==> config.mk <==
export PLATFORM = sky130hd
export DESIGN_NAME = dsq_host
export DESIGN_NICKNAME = d
export VERILOG_FILES = /design/src/shared/dsq_pkg.sv /design/src/rtl/dsq_sclk_gen.sv /design/src/rtl/dsq_host.sv
export SDC_FILE = /design/constraint.sdc
export NUM_CORES = 1
export LEC_CHECK = 0
export ABC_AREA = 1
export ABC_CLOCK_PERIOD_IN_PS = 9500
export BUFFER_PORTS_ARGS = -buffer_cell sky130_fd_sc_hd__buf_2
export CAP_MARGIN = 0
export CORE_MARGIN = 1.5
export CORE_UTILIZATION = 48
export CTS_CLUSTER_DIAMETER = 50
export DETAILED_ROUTE_END_ITERATION = 10
export PLACE_DENSITY = 0.69
export SLEW_MARGIN = 0
export SYNTH_ARGS = -nofsm -noshare
export SYNTH_HDL_FRONTEND = slang
export SYNTH_SLANG_ARGS = --single-unit
==> constraint.sdc <==
create_clock -name i_clk -period 9.5 [get_ports i_clk]
set_clock_uncertainty 0.1 [all_clocks]
set_input_delay 0.475 -clock i_clk [delete_from_list [all_inputs] [get_ports i_clk]]
set_output_delay 0.475 -clock i_clk [all_outputs]
set_load 0.02 [all_outputs]
==> src/shared/dsq_pkg.sv <==
// package: constants and types for the converter frame sequencer host
package dsq_pkg;

  // ----------------------------------------------------------------
  // clock and frame shape
  // ----------------------------------------------------------------
  localparam int CLK_MHZ = 50;
  localparam int FRAME_BITS = 24;
  localparam int FRAME_BITS_CRC = 32;
  localparam int WORD_W = 32;
  localparam int CNT_W = 16;
  localparam int BITCNT_W = 6;
  // sclk half period in system clocks; 4 gives 80 ns, a 160 ns period, above the 120 ns read minimum
  localparam int SCLK_HALF_CYC = 4;

  // ----------------------------------------------------------------
  // times as printed, in ns, or in us where the name ends in _US
  // ----------------------------------------------------------------
  localparam int T_SYNC_SETUP_NS = 33;
  localparam int T_SYNC_HOLD_NS = 10;
  localparam int T_GAP_ANY_NS = 500;
  localparam int T_GAP_CODE_NS = 1500;
  localparam int T_GAP_RANGE_US = 500;
  localparam int T_LOAD_BEFORE_NS = 750;
  localparam int T_LOAD_AFTER_NS = 1500;
  localparam int T_LOAD_LOW_NS = 250;
  localparam int T_RESP_FAST_NS = 600;
  localparam int T_RESP_SLEW_NS = 2000;
  localparam int T_RESP_TIED_NS = 1500;
  localparam int T_RST_LOW_US = 5;
  localparam int T_RST_WAIT_US = 100;

  // ----------------------------------------------------------------
  // cycle counts: least times round up, longest times round down
  // ----------------------------------------------------------------
  localparam int SYNC_SETUP_CYC = (T_SYNC_SETUP_NS * CLK_MHZ + 999) / 1000;
  localparam int SYNC_HOLD_CYC = (T_SYNC_HOLD_NS * CLK_MHZ + 999) / 1000;
  localparam int GAP_ANY_CYC = (T_GAP_ANY_NS * CLK_MHZ + 999) / 1000;
  localparam int GAP_CODE_CYC = (T_GAP_CODE_NS * CLK_MHZ + 999) / 1000;
  localparam int GAP_RANGE_CYC = T_GAP_RANGE_US * CLK_MHZ;
  localparam int LOAD_BEFORE_CYC = (T_LOAD_BEFORE_NS * CLK_MHZ + 999) / 1000;
  localparam int LOAD_AFTER_CYC = (T_LOAD_AFTER_NS * CLK_MHZ + 999) / 1000;
  localparam int LOAD_LOW_CYC = (T_LOAD_LOW_NS * CLK_MHZ + 999) / 1000;
  localparam int RESP_FAST_CYC = (T_RESP_FAST_NS * CLK_MHZ) / 1000;
  localparam int RESP_SLEW_CYC = (T_RESP_SLEW_NS * CLK_MHZ) / 1000;
  localparam int RESP_TIED_CYC = (T_RESP_TIED_NS * CLK_MHZ) / 1000;
  localparam int RST_LOW_CYC = T_RST_LOW_US * CLK_MHZ;
  localparam int RST_WAIT_CYC = T_RST_WAIT_US * CLK_MHZ;

  // ----------------------------------------------------------------
  // command types
  // ----------------------------------------------------------------
  typedef enum logic [1:0] {
    KIND_OTHER = 2'h0,
    KIND_CODE = 2'h1,
    KIND_RANGE = 2'h2
  } dsq_kind_t;

  typedef enum logic [1:0] {
    LOAD_NONE = 2'h0,
    LOAD_IN_FRAME = 2'h1,
    LOAD_AFTER = 2'h2,
    LOAD_TIED = 2'h3
  } dsq_load_t;

  typedef struct packed {
    logic [WORD_W-1:0] data;
    logic crc_en;
    logic slew_en;
    dsq_kind_t kind;
    dsq_load_t load;
  } dsq_cmd_t;

endpackage : dsq_pkg

==> src/rtl/dsq_sclk_gen.sv <==
// serial clock divider with rise and fall event pulses
`timescale 1ns/1ps
module dsq_sclk_gen #(
  parameter int HALF_CYC = dsq_pkg::SCLK_HALF_CYC
) (
  input wire logic i_clk,
  input wire logic i_rst,
  input wire logic i_run,
  output logic o_sclk,
  output logic o_fall,
  output logic o_rise
);
  import dsq_pkg::*;

  logic [CNT_W-1:0] div_r;
  logic [CNT_W-1:0] div_nxt;
  logic sclk_r;
  logic sclk_nxt;
  logic wrap;

  assign wrap = (div_r == CNT_W'(HALF_CYC - 1));

  always_comb begin
    div_nxt = div_r;
    sclk_nxt = sclk_r;
    if (!i_run) begin
      // idles high so the first edge of a frame is a falling one
      div_nxt = '0;
      sclk_nxt = 1'b1;
    end else if (wrap) begin
      div_nxt = '0;
      sclk_nxt = ~sclk_r;
    end else begin
      div_nxt = div_r + CNT_W'(1);
    end
  end

  always_ff @(posedge i_clk) begin
    if (i_rst) begin
      div_r <= '0;
      sclk_r <= 1'b1;
    end else begin
      div_r <= div_nxt;
      sclk_r <= sclk_nxt;
    end
  end

  assign o_sclk = sclk_r;
  assign o_fall = i_run && wrap && sclk_r;
  assign o_rise = i_run && wrap && !sclk_r;

endmodule : dsq_sclk_gen

==> src/rtl/dsq_host.sv <==
// host controller sequencing serial frames, load strobe and reset for the converter
`timescale 1ns/1ps
module dsq_host #(
  parameter int RANGE_GAP_CYC = dsq_pkg::GAP_RANGE_CYC,
  parameter int RST_WAIT_CYC = dsq_pkg::RST_WAIT_CYC
) (
  input wire logic i_clk,
  input wire logic i_rst,
  input wire logic i_cmd_valid,
  input wire dsq_pkg::dsq_cmd_t i_cmd,
  input wire logic i_hw_reset,
  input wire logic i_sdo,
  output logic o_ready,
  output logic o_done,
  output logic [dsq_pkg::WORD_W-1:0] o_rdata,
  output logic o_sclk,
  output logic o_sdi,
  output logic o_sync_n,
  output logic o_output_load_strobe_n,
  output logic o_reset_n
);
  import dsq_pkg::*;

  // ----------------------------------------------------------------
  // state
  // ----------------------------------------------------------------
  typedef enum logic [6:0] {
    ST_RST_LOW = 7'h01,
    ST_RST_WAIT = 7'h02,
    ST_IDLE = 7'h04,
    ST_SETUP = 7'h08,
    ST_SHIFT = 7'h10,
    ST_TAIL = 7'h20,
    ST_GAP = 7'h40
  } dsq_state_t;

  dsq_state_t st_r, st_nxt;
  dsq_cmd_t cmd_r, cmd_nxt;
  logic [CNT_W-1:0] cnt_r, cnt_nxt;
  logic [BITCNT_W-1:0] bits_r, bits_nxt;
  logic [WORD_W-1:0] tx_r, tx_nxt;
  logic [WORD_W-1:0] rx_r, rx_nxt;
  logic [WORD_W-1:0] rdata_r, rdata_nxt;
  logic done_r, done_nxt;
  logic sync_n_r, sync_n_nxt;
  logic strobe_n_r, strobe_n_nxt;
  logic reset_n_r, reset_n_nxt;
  logic sdo_meta_r, sdo_sync_r;
  logic sclk_run, sclk_fall, sclk_rise;
  logic [BITCNT_W-1:0] frame_bits;
  logic [CNT_W-1:0] gap_need;

  function automatic logic [CNT_W-1:0] max16(input logic [CNT_W-1:0] a, input logic [CNT_W-1:0] b);
    max16 = (a > b) ? a : b;
  endfunction : max16

  // idle time needed after sync rises, including strobe and device response
  function automatic logic [CNT_W-1:0] gap_cycles(input dsq_cmd_t c);
    logic [CNT_W-1:0] g;
    logic [CNT_W-1:0] resp;
    g = CNT_W'(GAP_ANY_CYC);
    resp = c.slew_en ? CNT_W'(RESP_SLEW_CYC) : CNT_W'(RESP_FAST_CYC);
    if (c.kind == KIND_CODE) begin
      g = CNT_W'(GAP_CODE_CYC);
    end else if (c.kind == KIND_RANGE) begin
      g = CNT_W'(RANGE_GAP_CYC);
    end
    unique case (c.load)
      LOAD_AFTER: begin
        g = max16(g, CNT_W'(LOAD_AFTER_CYC) + max16(resp, CNT_W'(LOAD_LOW_CYC)));
      end
      LOAD_IN_FRAME: begin
        // strobe fell LOAD_BEFORE_CYC before sync rose
        if (resp > CNT_W'(LOAD_BEFORE_CYC)) begin
          g = max16(g, resp - CNT_W'(LOAD_BEFORE_CYC));
        end
      end
      LOAD_TIED: begin
        g = max16(g, CNT_W'(RESP_TIED_CYC));
      end
      LOAD_NONE: begin
        g = g;
      end
    endcase
    gap_cycles = g;
  endfunction : gap_cycles

  // ----------------------------------------------------------------
  // serial clock and sdo synchroniser
  // ----------------------------------------------------------------
  assign sclk_run = (st_r == ST_SHIFT);

  dsq_sclk_gen #(
    .HALF_CYC(SCLK_HALF_CYC)
  ) u_sclk (
    .i_clk(i_clk),
    .i_rst(i_rst),
    .i_run(sclk_run),
    .o_sclk(o_sclk),
    .o_fall(sclk_fall),
    .o_rise(sclk_rise)
  );

  always_ff @(posedge i_clk) begin
    if (i_rst) begin
      sdo_meta_r <= 1'b0;
      sdo_sync_r <= 1'b0;
    end else begin
      sdo_meta_r <= i_sdo;
      sdo_sync_r <= sdo_meta_r;
    end
  end

  assign frame_bits = cmd_r.crc_en ? BITCNT_W'(FRAME_BITS_CRC) : BITCNT_W'(FRAME_BITS);
  assign gap_need = gap_cycles(cmd_r);

  // ----------------------------------------------------------------
  // sequencer
  // ----------------------------------------------------------------
  always_comb begin
    st_nxt = st_r;
    cmd_nxt = cmd_r;
    cnt_nxt = cnt_r + CNT_W'(1);
    bits_nxt = bits_r;
    tx_nxt = tx_r;
    rx_nxt = rx_r;
    rdata_nxt = rdata_r;
    done_nxt = 1'b0;
    sync_n_nxt = sync_n_r;
    strobe_n_nxt = strobe_n_r;
    reset_n_nxt = reset_n_r;
    unique case (st_r)
      ST_RST_LOW: begin
        reset_n_nxt = 1'b0;
        if (cnt_r >= CNT_W'(RST_LOW_CYC - 1)) begin
          reset_n_nxt = 1'b1;
          cnt_nxt = '0;
          st_nxt = ST_RST_WAIT;
        end
      end
      ST_RST_WAIT: begin
        if (cnt_r >= CNT_W'(RST_WAIT_CYC - 1)) begin
          st_nxt = ST_IDLE;
        end
      end
      ST_IDLE: begin
        cnt_nxt = '0;
        if (i_hw_reset) begin
          reset_n_nxt = 1'b0;
          strobe_n_nxt = 1'b1;
          st_nxt = ST_RST_LOW;
        end else if (i_cmd_valid) begin
          cmd_nxt = i_cmd;
          tx_nxt = i_cmd.crc_en ? i_cmd.data : {i_cmd.data[FRAME_BITS-1:0], (WORD_W - FRAME_BITS)'(0)};
          rx_nxt = '0;
          bits_nxt = '0;
          sync_n_nxt = 1'b0;
          strobe_n_nxt = (i_cmd.load != LOAD_TIED);
          st_nxt = ST_SETUP;
        end
      end
      ST_SETUP: begin
        if (cnt_r >= CNT_W'(SYNC_SETUP_CYC - 1)) begin
          st_nxt = ST_SHIFT;
        end
      end
      ST_SHIFT: begin
        if (sclk_fall) begin
          bits_nxt = bits_r + BITCNT_W'(1);
        end
        // sample sdo late in the low phase; shift next bit on rising edge
        if (sclk_rise) begin
          rx_nxt = {rx_r[WORD_W-2:0], sdo_sync_r};
          tx_nxt = {tx_r[WORD_W-2:0], 1'b0};
          // stop after the frame's own edges
          if (bits_r == frame_bits) begin
            cnt_nxt = '0;
            // strobe falls ahead of sync rise
            if (cmd_r.load == LOAD_IN_FRAME) begin
              strobe_n_nxt = 1'b0;
            end
            st_nxt = ST_TAIL;
          end
        end
      end
      ST_TAIL: begin
        if ((cmd_r.load == LOAD_IN_FRAME && cnt_r >= CNT_W'(LOAD_BEFORE_CYC - 1)) ||
            (cmd_r.load != LOAD_IN_FRAME && cnt_r >= CNT_W'(SYNC_HOLD_CYC - 1))) begin
          sync_n_nxt = 1'b1;
          strobe_n_nxt = (cmd_r.load != LOAD_TIED);
          rdata_nxt = cmd_r.crc_en ? rx_r : {(WORD_W - FRAME_BITS)'(0), rx_r[FRAME_BITS-1:0]};
          cnt_nxt = '0;
          st_nxt = ST_GAP;
        end
      end
      ST_GAP: begin
        if (cmd_r.load == LOAD_AFTER) begin
          if (cnt_r == CNT_W'(LOAD_AFTER_CYC - 1)) begin
            strobe_n_nxt = 1'b0;
          end
          if (cnt_r == CNT_W'(LOAD_AFTER_CYC + LOAD_LOW_CYC - 1)) begin
            strobe_n_nxt = 1'b1;
          end
        end
        if (cnt_r >= gap_need - CNT_W'(1)) begin
          done_nxt = 1'b1;
          st_nxt = ST_IDLE;
        end
      end
      default: begin
        st_nxt = ST_IDLE;
        sync_n_nxt = 1'b1;
        strobe_n_nxt = 1'b1;
      end
    endcase
  end

  always_ff @(posedge i_clk) begin
    if (i_rst) begin
      st_r <= ST_RST_LOW;
      cmd_r <= '0;
      cnt_r <= '0;
      bits_r <= '0;
      tx_r <= '0;
      rx_r <= '0;
      rdata_r <= '0;
      done_r <= 1'b0;
      sync_n_r <= 1'b1;
      strobe_n_r <= 1'b1;
      reset_n_r <= 1'b0;
    end else begin
      st_r <= st_nxt;
      cmd_r <= cmd_nxt;
      cnt_r <= cnt_nxt;
      bits_r <= bits_nxt;
      tx_r <= tx_nxt;
      rx_r <= rx_nxt;
      rdata_r <= rdata_nxt;
      done_r <= done_nxt;
      sync_n_r <= sync_n_nxt;
      strobe_n_r <= strobe_n_nxt;
      reset_n_r <= reset_n_nxt;
    end
  end

  // ----------------------------------------------------------------
  // outputs
  // ----------------------------------------------------------------
  assign o_ready = (st_r == ST_IDLE) && !i_hw_reset;
  assign o_done = done_r;
  assign o_rdata = rdata_r;
  assign o_sdi = tx_r[WORD_W-1];
  assign o_sync_n = sync_n_r;
  assign o_output_load_strobe_n = strobe_n_r;
  assign o_reset_n = reset_n_r;

endmodule : dsq_host

# --- After elaboration in Yosys (flattened, before gate mapping) ---
# Index checks and enable logic that the tools add are counted.
totals:
  register_bits: 154
  latchBits: 0
  mem_bits_rw: 0
  rom_bits: 0
  input_bits: 43
  output_inout_bits: 39
  elab_cells: 157
  memories: 0
classes:
  n_addsub: 6
  mul: 0
  n_div: 0
  magnitude_cmp: 11
  n_eq_ne: 34
  n_shift: 0
  n_mux: 57
  bitwise: 6
  reduce_logical: 25
op_table:
  columns: ["operator", "n"]
  rows:
  - ["2-to-1 mux 32 bit", 8]
  - ["2-to-1 mux 16 bit", 8]
  - ["one-hot mux 16 bit (4 select lines)", 2]
  - ["one-hot mux 32 bit (2 select lines)", 2]
  - ["2-to-1 mux 7 bit", 11]
  - ["one-hot mux 7 bit (7 select lines)", 1]
  - ["adder 16 x 1 -> 16 bit (second input constant)", 2]
  - ["== test 16 x 7 -> 1 bit (second input constant)", 2]
  - [">= comparator 16 x 1 -> 1 bit (second input constant)", 2]
  - ["2-to-1 mux 15 bit", 2]
  - ["inequality test 2 bit (second input constant)", 15]
  - ["2-to-1 mux 6 bit", 4]
  - ["== test 16 x 2 -> 1 bit (second input constant)", 1]
  - [">= comparator 16 x 13 -> 1 bit (second input constant)", 1]
  - [">= comparator 16 bit", 1]
  - [">= comparator 16 x 6 -> 1 bit (second input constant)", 1]
  - [">= comparator 16 x 8 -> 1 bit (second input constant)", 1]
  - ["> comparator 16 bit", 1]
  - ["> comparator 16 x 7 -> 1 bit (second input constant)", 1]
  - ["> comparator 16 x 8 -> 1 bit", 1]
  - ["AND reduction 8 bit", 2]
  - ["subtractor 16 x 1 -> 16 bit (second input constant)", 1]
  - ["2-to-1 mux 1 bit", 15]
  - ["one-hot mux 6 bit (2 select lines)", 1]
  - ["32 further kinds", 53]

# --- Longest topological paths before layout ---
# Gate-level depths: netlist (run 1).
depth:
  word_depth: 11
  mapped_depth: 24
  mapped_depth_nobuf: 24

# --- By module ---
# A second synthesis (run 1) with hierarchy kept.
hier_totals:
  hier_cells: 1109
  hier_area_um2: 7885.1
by_module_without_submodules:
  columns: ["mod", "instances", "cells_each", "area_each_um2"]
  rows:
  - ["dsq_host", 1, 969, 6949.2]
  - ["dsq_sclk_gen", 1, 140, 935.9]

# --- Worst setup path after synthesis (run 1) ---
# Ideal clock, no wire load.
synth_path:
  kind: "register to register"
  from: "register cmd_r[2] (netlist name)"
  to: "register st_r[1]"
  setup_time_ns: 0.114
  arrival_time_ns: 2.939
  setup_slack_ns: 6.347
  path_stages_with_launch: 24
  period_less_slack_ns: 3.153
  path_cell_list: "dfxtp_1 > inv_1 > ha_1 > inv_1 > ha_1 > inv_1 > a41oi_1 > nand2_1 > a21boi_0 > inv_1 > ha_1 > ha_1 > nand2_1 > nand3_1 > nand2_1 > nand2_1 > nand2_1 > nand2_1 > nand2_1 > nand3_1 > nand3_1 > nand2_1 > nand2_1 > nor2_1"
synth_via:
  elab_chain_cells: 11
synth_rtl:
  columns: ["element", "line_no", "rtl"]
  rows:
  - ["start, declared", "dsq_host.sv:38", "dsq_cmd_t cmd_r, cmd_nxt;"]
  - ["start signal, assigned", "dsq_host.sv:233", "cmd_r <= cmd_nxt;"]
  - ["== test 2 bit", "dsq_host.sv:65", "end else if (c.kind == KIND_RANGE) begin"]
  - ["2-to-1 mux 15 bit", "dsq_host.sv:65", null]
  - ["2-to-1 mux 15 bit (*)", "dsq_host.sv:63", "if (c.kind == KIND_CODE) begin"]
  - ["> comparator 16 bit", "dsq_host.sv:54", "max16 = (a > b) ? a : b;"]
  - ["2-to-1 mux 16 bit", "dsq_host.sv:54", null]
  - ["2-to-1 mux 16 bit", "dsq_host.sv:74", "if (resp > CNT_W'(LOAD_BEFORE_CYC)) begin"]
  - ["one-hot mux 16 bit (4 select lines) (*)", "dsq_host.sv:68", "unique case (c.load)"]
  - ["subtractor 16 x 1 -> 16 bit (*)", "dsq_host.sv:205", "if (cnt_r >= gap_need - CNT_W'(1)) begin"]
  - [">= comparator 16 bit (*)", "dsq_host.sv:205", null]
  - ["inequality test 2 bit (no source line) (*)", null, null]
  - ["AND reduction 8 bit (no source line) (*)", null, null]
  - ["end signal, assigned", "dsq_host.sv:232", "st_r <= st_nxt;"]
  - ["end, declared", "dsq_host.sv:37", "dsq_state_t st_r, st_nxt;"]
# Mark *: on every way between the ends. The rest lies on a longest branch, timed or not.
# A chain may end at the register's enable or synchronous reset.

# --- Worst setup path in the final report (run 1) ---
layout_path:
  from: "register cmd_r[2] (netlist name)"
  to: "register st_r[3]"
# Same word-level chain as after synthesis.

==> results of run 1 <==
state kept, by name, summed over array words and instances, names as in the netlist, 6 cells and up:
register      flops
rx_r             32
bits_r            6
cmd_r             6
tx_r             32
cnt_r            16
st_r              7
u_sclk.div_r     16
o_rdata          32
kinds of logic (layout without fill, tap and decap cells):
family	Yosys count	in the layout	synth area share [%]
adders and majority gates	29	29	4.84
DFF	154	154	41.2
other	1	5	0.0501
buffers and inverters	151	221	8.27
AOI/OAI and AO/OA	259	259	18.4
xor gates and xnor gates	17	17	1.99
and+or+nand+nor	461	461	25.3
metal layers:
layer	GRT usage, %	wire length (µm)
met1	29.0	8320
met2	35.8	7990
met3	4.13	508
met4	5.88	182
met5	0	0
final cells by class:
cell class / count / area, µm² / share of cell area [%]
multi-input cells: 771 / 3810 / 44.4
flip-flops and latches: 154 / 3080 / 35.9
repair buffers: 86 / 443 / 5.16
clock buffers: 17 / 425 / 4.96
inverters: 103 / 387 / 4.51
well taps: 188 / 235 / 2.74
clock inverters: 15 / 198 / 2.30
worst max-delay path: cells and delay by family, from the launching register on:
family / cells / cell delay [ps]
and+or+nand+nor: 13 / 1200
adders and majority gates: 4 / 1030
AOI/OAI and AO/OA: 2 / 510
DFF: 1 / 330
buffers and inverters: 4 / 290
synthesized netlist by cell type (all sizes together):
master,instances
a21boi,1
nor4,4
a21oi,134
ha,29
buf,26
o21a,1
nand4,11
o211ai,1
xor2,13
a22oi,1
o22ai,1
dfxtp,154
nor3,11
clkinv,3
o21ai,99
nand3b,1
a21o,2
nand2,122
conb,1
clkbuf,22
a211oi,17
xnor2,4
nor3b,2
nor2,251
inv,100
nand3,59
a41oi,1
o21bai,1
power by group:
group / switching [mW] / internal (mW)
clock: 0.309 / 0.403
combinational: 0.398 / 0.206
sequential: 0.0822 / 0.777
total: 0.789 / 1.39
worst max-delay path by stage:
stage	to	slack, ps	cells past startpoint
after floorplan	st_r[1]	6350	23
after global placement	st_r[5]	6090	23
after detailed placement	st_r[3]	5970	23
after CTS	st_r[3]	5950	23
after global routing	st_r[1]	5500	24
final	st_r[3]	5920	23
per-stage QoR:
stage               cells  power (mW)  cell area (µm²)  worst slack, ps
CTS                  1334        2.19             8580             5950
global route         1334        2.32             8580             5500
detailed placement   1302        1.47             7960             5970
floorplan            1076        1.35             7510             6350
global placement     1302        1.46             7960             6090
finish               1334        2.17             8580             5920
==> summary.md, run 1 <==
| Metric | Value |
|---|---|
| Result of the run | `finished clean` |
| Number of buffers inserted during clock tree synthesis | `17` |
| Clock transition at the register clock pins on the worst setup and hold paths after CTS | `70 ps` |
| Area growth from synthesis to layout | `14.5%` |
| Worst reg2reg setup slack | `5920 ps` |
| Utilization after layout | `56.4%` |
| Total of cells resized after clock tree synthesis | `0` |
| Via count | `6,911` |
| Count of input and output buffers | `81` |
| Most common cell after layout, fill and taps aside | `nor2_1` |
| Max Cap Violations | `0` |
| Via count of the first global-routing pass | `6,326` |
| Highest Clock Rate | `0.280 GHz` |
| Hold crit path type | `primary input to flop` |
| Top-Level Pins | `82` |
| Height of the die | `128 µm` |
| # Post-CTS Setup Buffers | `0` |
| Overall routing resource usage | `21.7%` |
| Final setup violation count | `0` |
| Max-slew violations | `0` |
| Final Wtd Congestion | `0.893` |
| Sink of the worst hold path | `sdo_meta_r` |
| Tightest slew margin relative to the limit | `31.0%` |
| Total Nets Final | `1,205` |
| Post-layout min period | `3580 ps` |
| Clock tree from TritonCTS | `yes` |
| Number of instances on the worst hold path | `3` |
| Overflow left after global routing | `0` |
| Fraction of post-synthesis cell area in the top cell type by area | `41.2%` |
| Cells traversed along the worst timing path | `inv_1, ha_1, inv_1, ha_1, inv_1, a41oi_1, nand2_1, a21boi_0, inv_1, ha_1, ha_1, nand2_1, nand3_1, nand2_1, nand2_1, nand2_1, nand2_1, nand2_1, nand3_1, nand3_1, nand2_1, nand2_1, nor2_1` |
| Highest net fanout along the worst path | `6` |
| First-pass detailed-route iteration total | `5` |
| Placed wire-length estimate after detailed placement | `11,500 µm` |
| Die area | `16,400 µm²` |
| Number of warnings reported in the yosys synthesis log | `0` |
| Element type at the critical path end | `flop` |
| Critical Path Start Type | `flop` |
| Register bit total from synthesis | `154` |
| Startpoint of the worst register-to-register path | `cmd_r[2]` |
| Root buf cell | `clkbuf_16` |
| Initial core utilization | `49.3%` |
| Count of nets left with antenna violations after detail routing | `0` |
| Global-route wire length before repair | `29,200 µm` |
| Leading area contributor after synthesis | `dfxtp_1` |
| Total inserted antenna cells | `0` |
| RSZ-0062 raised after global routing | `no` |
| Core Box Area | `15,200 µm²` |
| Transition time at the pin with the least slew margin | `1030 ps` |
| Per-cell via count in the routed design | `5.18` |
| Synth Cell Area | `7490 µm²` |
| Antenna violations before repair | `0` |
| Starting DRC count in detailed routing | `408` |
| Worst setup path startpoint | `cmd_r[2]` |
| Crit path kind | `flop to flop` |
| Horiz. Die Dim | `128 µm` |
| Arrival time at the worst endpoint | `3790 ps` |
| Maximum number of pins on one net before global-route repair | `98` |
| Commonest cells after routing, fill and taps aside | `nor2_1 (245), dfxtp_1 (154), a21oi_1 (133), nand2_1 (122), o21ai_0 (98)` |
| WL/cell | `12.7 µm` |
| Final count of hold timing violations | `0` |
| Cell depth of the worst flop-to-flop path | `23` |
| Max IR drop VDD | `0.148 mV` |
| Std-Cell Rows | `45` |
| Post-synthesis cell count | `1,072` |
| Worst path slowest cell | `dfxtp_1` |
| Aggregate negative setup slack | `0 ps` |
| Clock latency on the worst-skew pair | `420 ps` |
| Sequential element share of the synthesized area | `41.2%` |
| Synth top area cells | `dfxtp_1 (41%), nor2_1 (12%), a21oi_1 (8.9%)` |
| Total of fill cells in the finished design | `1,518` |
| Share of the clock period used by the worst path after layout | `37.6%` |
| Distinct cell type count of the synthesized netlist | `37` |
| Worst hold slack | `156 ps` |
| Mean Syn Cell Area | `6.99 µm²` |
| Count of unresolved DRC violations after routing | `0` |
| Startpoint of the tightest hold check path | `i_sdo` |
| Share of cells above drive strength 1 | `11.4%` |
| Worst path most repeated cell | `nand2_1` |
| DRT Wirelength | `17,000 µm` |
| Max H-tree Level | `4` |
| CTS Sinks | `154` |
| CTS hold repair buffers | `0` |
| Leakage | `3.73 nW` |
| Power density normalized to cell area | `253 nW/µm²` |
| Worst reg2reg endpoint | `st_r[3]` |
| Longest Clk Path Bufs | `2` |
| WP data required | `9710 ps` |
| Max incr delay on CP | `330 ps` |
Note: power is estimated with default switching activity, not from simulation.
==> run 2, diff against run 1 <==
--- a/config.mk
+++ b/config.mk
@@ -6,7 +6,7 @@
 export NUM_CORES = 1
 export LEC_CHECK = 0
 export ABC_AREA = 1
-export ABC_CLOCK_PERIOD_IN_PS = 9500
+export ABC_CLOCK_PERIOD_IN_PS = 3350
 export BUFFER_PORTS_ARGS = -buffer_cell sky130_fd_sc_hd__buf_2
 export CAP_MARGIN = 0
 export CORE_MARGIN = 1.5
==> constraint.sdc (replaced) <==
create_clock -name i_clk -period 3.35 [get_ports i_clk]
set_clock_uncertainty 0.1 [all_clocks]
set_input_delay 0.1675 -clock i_clk [delete_from_list [all_inputs] [get_ports i_clk]]
set_output_delay 0.1675 -clock i_clk [all_outputs]
set_load 0.02 [all_outputs]
==> run 2 against run 1 <==
Clock power rose to 2.7 times the previous value. Non-clock buffer count up 17. Largest power group unchanged. Hold slack worse by 110 ps. Utilization up 1.3 points. Global-route usage up 0.48 points. Highest routed layer unchanged.
==> summary.md, run 2 (synthesis results as in run 1) <==
| Metric | Value |
|---|---|
| Result of the run | `finished clean (unchanged)` |
| Footprint of the flip-flops and latches | `3080 µm² (about the same)` |
| Number of instances on the worst hold path | `5 (was 3)` |
| Clock tree from TritonCTS | `yes (unchanged)` |
| Starting DRC count in detailed routing | `428 (was 408)` |
| Share of the clock period used by the worst path after layout | `92.4% (was 37.6%)` |
| Hold crit path type | `primary input to flop (unchanged)` |
| Highest net fanout along the worst path | `5 (was 6)` |
| Sink of the worst hold path | `tx_r[2] (was sdo_meta_r)` |
| Worst reg2reg endpoint | `st_r[4] (was st_r[3])` |
| Highest Clock Rate | `0.323 GHz (was 0.280 GHz)` |
| Post-layout min period | `3090 ps (was 3580 ps)` |
| Share of cells above drive strength 1 | `13.0% (was 11.4%)` |
| Buf+Inv Stages, Crit Path | `6 (was 4)` |
| WP data required | `3580 ps (was 9710 ps)` |
| Via count of the first global-routing pass | `6,499 (was 6,326)` |
| Max H-tree Level | `4 (unchanged)` |
| Longest Clk Path Bufs | `2 (unchanged)` |
| Worst hold slack | `46.3 ps (was 156 ps)` |
| Max-slew violations | `0 (unchanged)` |
| Worst reg2reg setup slack | `260 ps (was 5920 ps)` |
| Total Power | `6.17 mW (was 2.17 mW)` |
| Register share of total power | `39.5% (about the same)` |
| Horiz. Die Dim | `128 µm (unchanged)` |
| Switching share of total power | `36.8% (was 36.3%)` |
| Cell count after placement | `1,309 (was 1,302)` |
| Share of total power in combinational logic | `29.0% (was 27.8%)` |
| Initial core utilization | `49.3% (unchanged)` |
| Final worst-path setup slack | `256 ps (was 5920 ps)` |
| Final Wtd Congestion | `0.911 (was 0.893)` |
| First-pass detailed-route iteration total | `5 (unchanged)` |
| Top-Level Pins | `82 (unchanged)` |
| Max IR drop VDD | `0.416 mV (was 0.148 mV)` |
| Number of logic stages on the critical path including buffering | `23 (unchanged)` |
| Worst path slowest cell | `dfxtp_2 (was dfxtp_1)` |
| Commonest cells after routing, fill and taps aside | `nor2_1 (245), dfxtp_1 (153), a21oi_1 (132), nand2_1 (121), o21ai_0 (97) (was nor2_1 (245), dfxtp_1 (154), a21oi_1 (133), nand2_1 (122), o21ai_0 (98))` |
| Total inserted antenna cells | `0 (unchanged)` |
| Global-route wire length before repair | `29,500 µm (was 29,200 µm)` |
| Clock network power share | `31.5% (was 32.7%)` |
| Most common cell after layout, fill and taps aside | `nor2_1 (unchanged)` |
| Area of the multi-input gates | `3870 µm² (was 3810 µm²)` |
| Sw power | `2.27 mW (was 0.789 mW)` |
| CTS Sinks | `154 (unchanged)` |
| Total Nets Final | `1,222 (was 1,205)` |
| Antenna violations before repair | `0 (unchanged)` |
| Post-Place Setup Slack | `-30.4 ps (was 5970 ps)` |
| Overall routing resource usage | `22.1% (was 21.7%)` |
| Placed wire-length estimate after detailed placement | `11,600 µm (was 11,500 µm)` |
| Leakage | `3.81 nW (was 3.73 nW)` |
| Height of the die | `128 µm (unchanged)` |
| Final setup violation count | `0 (unchanged)` |
| Worst path most repeated cell | `nand2_1 (unchanged)` |
| Max incr delay on CP | `340 ps (was 330 ps)` |
| Transition time at the pin with the least slew margin | `1050 ps (was 1030 ps)` |
| Die area | `16,400 µm² (unchanged)` |
| Cells traversed along the worst timing path | `inv_2, ha_2, inv_1, ha_1, inv_1, a41oi_2, nand2_1, a21boi_2, inv_2, ha_4, xnor2_1, ha_1, nand2_1, inv_1, nand2_1, nand2_1, nand2_1, nand2_1, nand2_1, nand3_2, buf_6, a21oi_1, nor2_1 (was inv_1, ha_1, inv_1, ha_1, inv_1, a41oi_1, nand2_1, a21boi_0, inv_1, ha_1, ha_1, nand2_1, nand3_1, nand2_1, nand2_1, nand2_1, nand2_1, nand2_1, nand3_1, nand3_1, nand2_1, nand2_1, nor2_1)` |
| Maximum number of pins on one net before global-route repair | `89 (was 98)` |
| Cell depth of the worst flop-to-flop path | `23 (unchanged)` |
| Per-cell via count in the routed design | `5.21 (was 5.18)` |
| Gate family responsible for the most delay along the worst path | `adder cells (was simple AND/OR/NAND/NOR gates)` |
| Core Box Area | `15,200 µm² (unchanged)` |
| Startpoint of the tightest hold check path | `i_cmd[8] (was i_sdo)` |
| Utilization after layout | `57.8% (was 56.4%)` |
| Internal power contribution | `3.90 mW (was 1.39 mW)` |
| Via count | `7,035 (was 6,911)` |
| Clock transition at the register clock pins on the worst setup and hold paths after CTS | `70 ps (about the same)` |
| Final count of hold timing violations | `0 (unchanged)` |
| Element type at the critical path end | `flop (unchanged)` |
| Count of nets left with antenna violations after detail routing | `0 (unchanged)` |
| Area growth from synthesis to layout | `17.2% (was 14.5%)` |
| Arrival time at the worst endpoint | `3320 ps (was 3790 ps)` |
| Post-Layout Inst Area | `8780 µm² (was 8580 µm²)` |
| Clock latency on the worst-skew pair | `430 ps (was 420 ps)` |
| Tightest slew margin relative to the limit | `30.1% (was 31.0%)` |
| Critical Path Start Type | `flop (unchanged)` |
| Max Cap Violations | `0 (unchanged)` |
| Count of input and output buffers | `81 (unchanged)` |
| Root buf cell | `clkbuf_16 (unchanged)` |
| Count of unresolved DRC violations after routing | `0 (unchanged)` |
| DRT Wirelength | `17,300 µm (was 17,000 µm)` |
| Crit path kind | `flop to flop (unchanged)` |
| Total of fill cells in the finished design | `1,508 (was 1,518)` |
| Aggregate negative setup slack | `0 ps (unchanged)` |
| Instance area after placement | `8020 µm² (was 7960 µm²)` |
| Overflow left after global routing | `0 (unchanged)` |
| Cell Count, Final, Fillers Out | `1,351 (was 1,334)` |
| Number of buffers inserted during clock tree synthesis | `17 (unchanged)` |
| WL/cell | `12.8 µm (was 12.7 µm)` |
| Power density normalized to cell area | `703 nW/µm² (was 253 nW/µm²)` |
| Startpoint of the worst register-to-register path | `cmd_r[2] (unchanged)` |
| Std-Cell Rows | `45 (unchanged)` |
[run 2: final cells by class]
class,instances,share of cell area (%)
clock inverters,15,1.92
inverters,103,4.40
multi-input cells,771,44.1
well taps,188,2.68
clock buffers,17,4.84
repair buffers,103,6.94
flip-flops and latches,154,35.1
[run 2: worst max-delay path by stage]
| stage | start | to | slack [ps] |
|---|---|---|---|
| floorplan | cmd_r[2] | st_r[1] | 200 |
| global placement | cmd_r[2] | st_r[1] | 70 |
| detailed placement | cmd_r[2] | st_r[1] | -30 |
| CTS | cmd_r[2] | st_r[2] | 0.7 |
| global route | cmd_r[2] | st_r[2] | -2 |
| finish | cmd_r[2] | st_r[4] | 260 |
[run 2: power by group through the flow]
| stage | Sequential, mW | Combinational [mW] | Clock (mW) |
|---|---|---|---|
| global placement | 2.46 | 1.70 | 0 |
| finish | 2.44 | 1.79 | 1.94 |
| floorplan | 2.47 | 1.35 | 0 |
| CTS | 2.43 | 1.76 | 1.98 |
| detailed placement | 2.47 | 1.74 | 0 |
| global route | 2.48 | 2.08 | 2.07 |
[run 2: worst min-delay path: stages]
cell and delay (ps):
buf_2 90, inv_1 70, o21ai_0 70, o21ai_0 60, a21oi_1 70
[run 2: routing by layer]
| metal | GRT usage (%) | vias up | wire (µm) |
|---|---|---|---|
| li1 | - | 3669 | - |
| met1 | 28.1 | 3230 | 8260 |
| met2 | 37.4 | 118 | 8170 |
| met3 | 4.38 | 18 | 580 |
| met4 | 8.00 | 0 | 248 |
| met5 | 0 | - | 0 |
[run 2: what timing repair did]
| action | 4_1_cts | 5_1_grt |
|---|---|---|
| setup endpoints to repair | 5 | 6 |
| pin swaps | 0 | 4 |
| resized for setup | 2 | 14 |
| cloned | 0 | 0 |
| hold buffers | 9 | 0 |
| setup buffers | 0 | 1 |
| endpoints found under the hold margin | 8 | 0 |
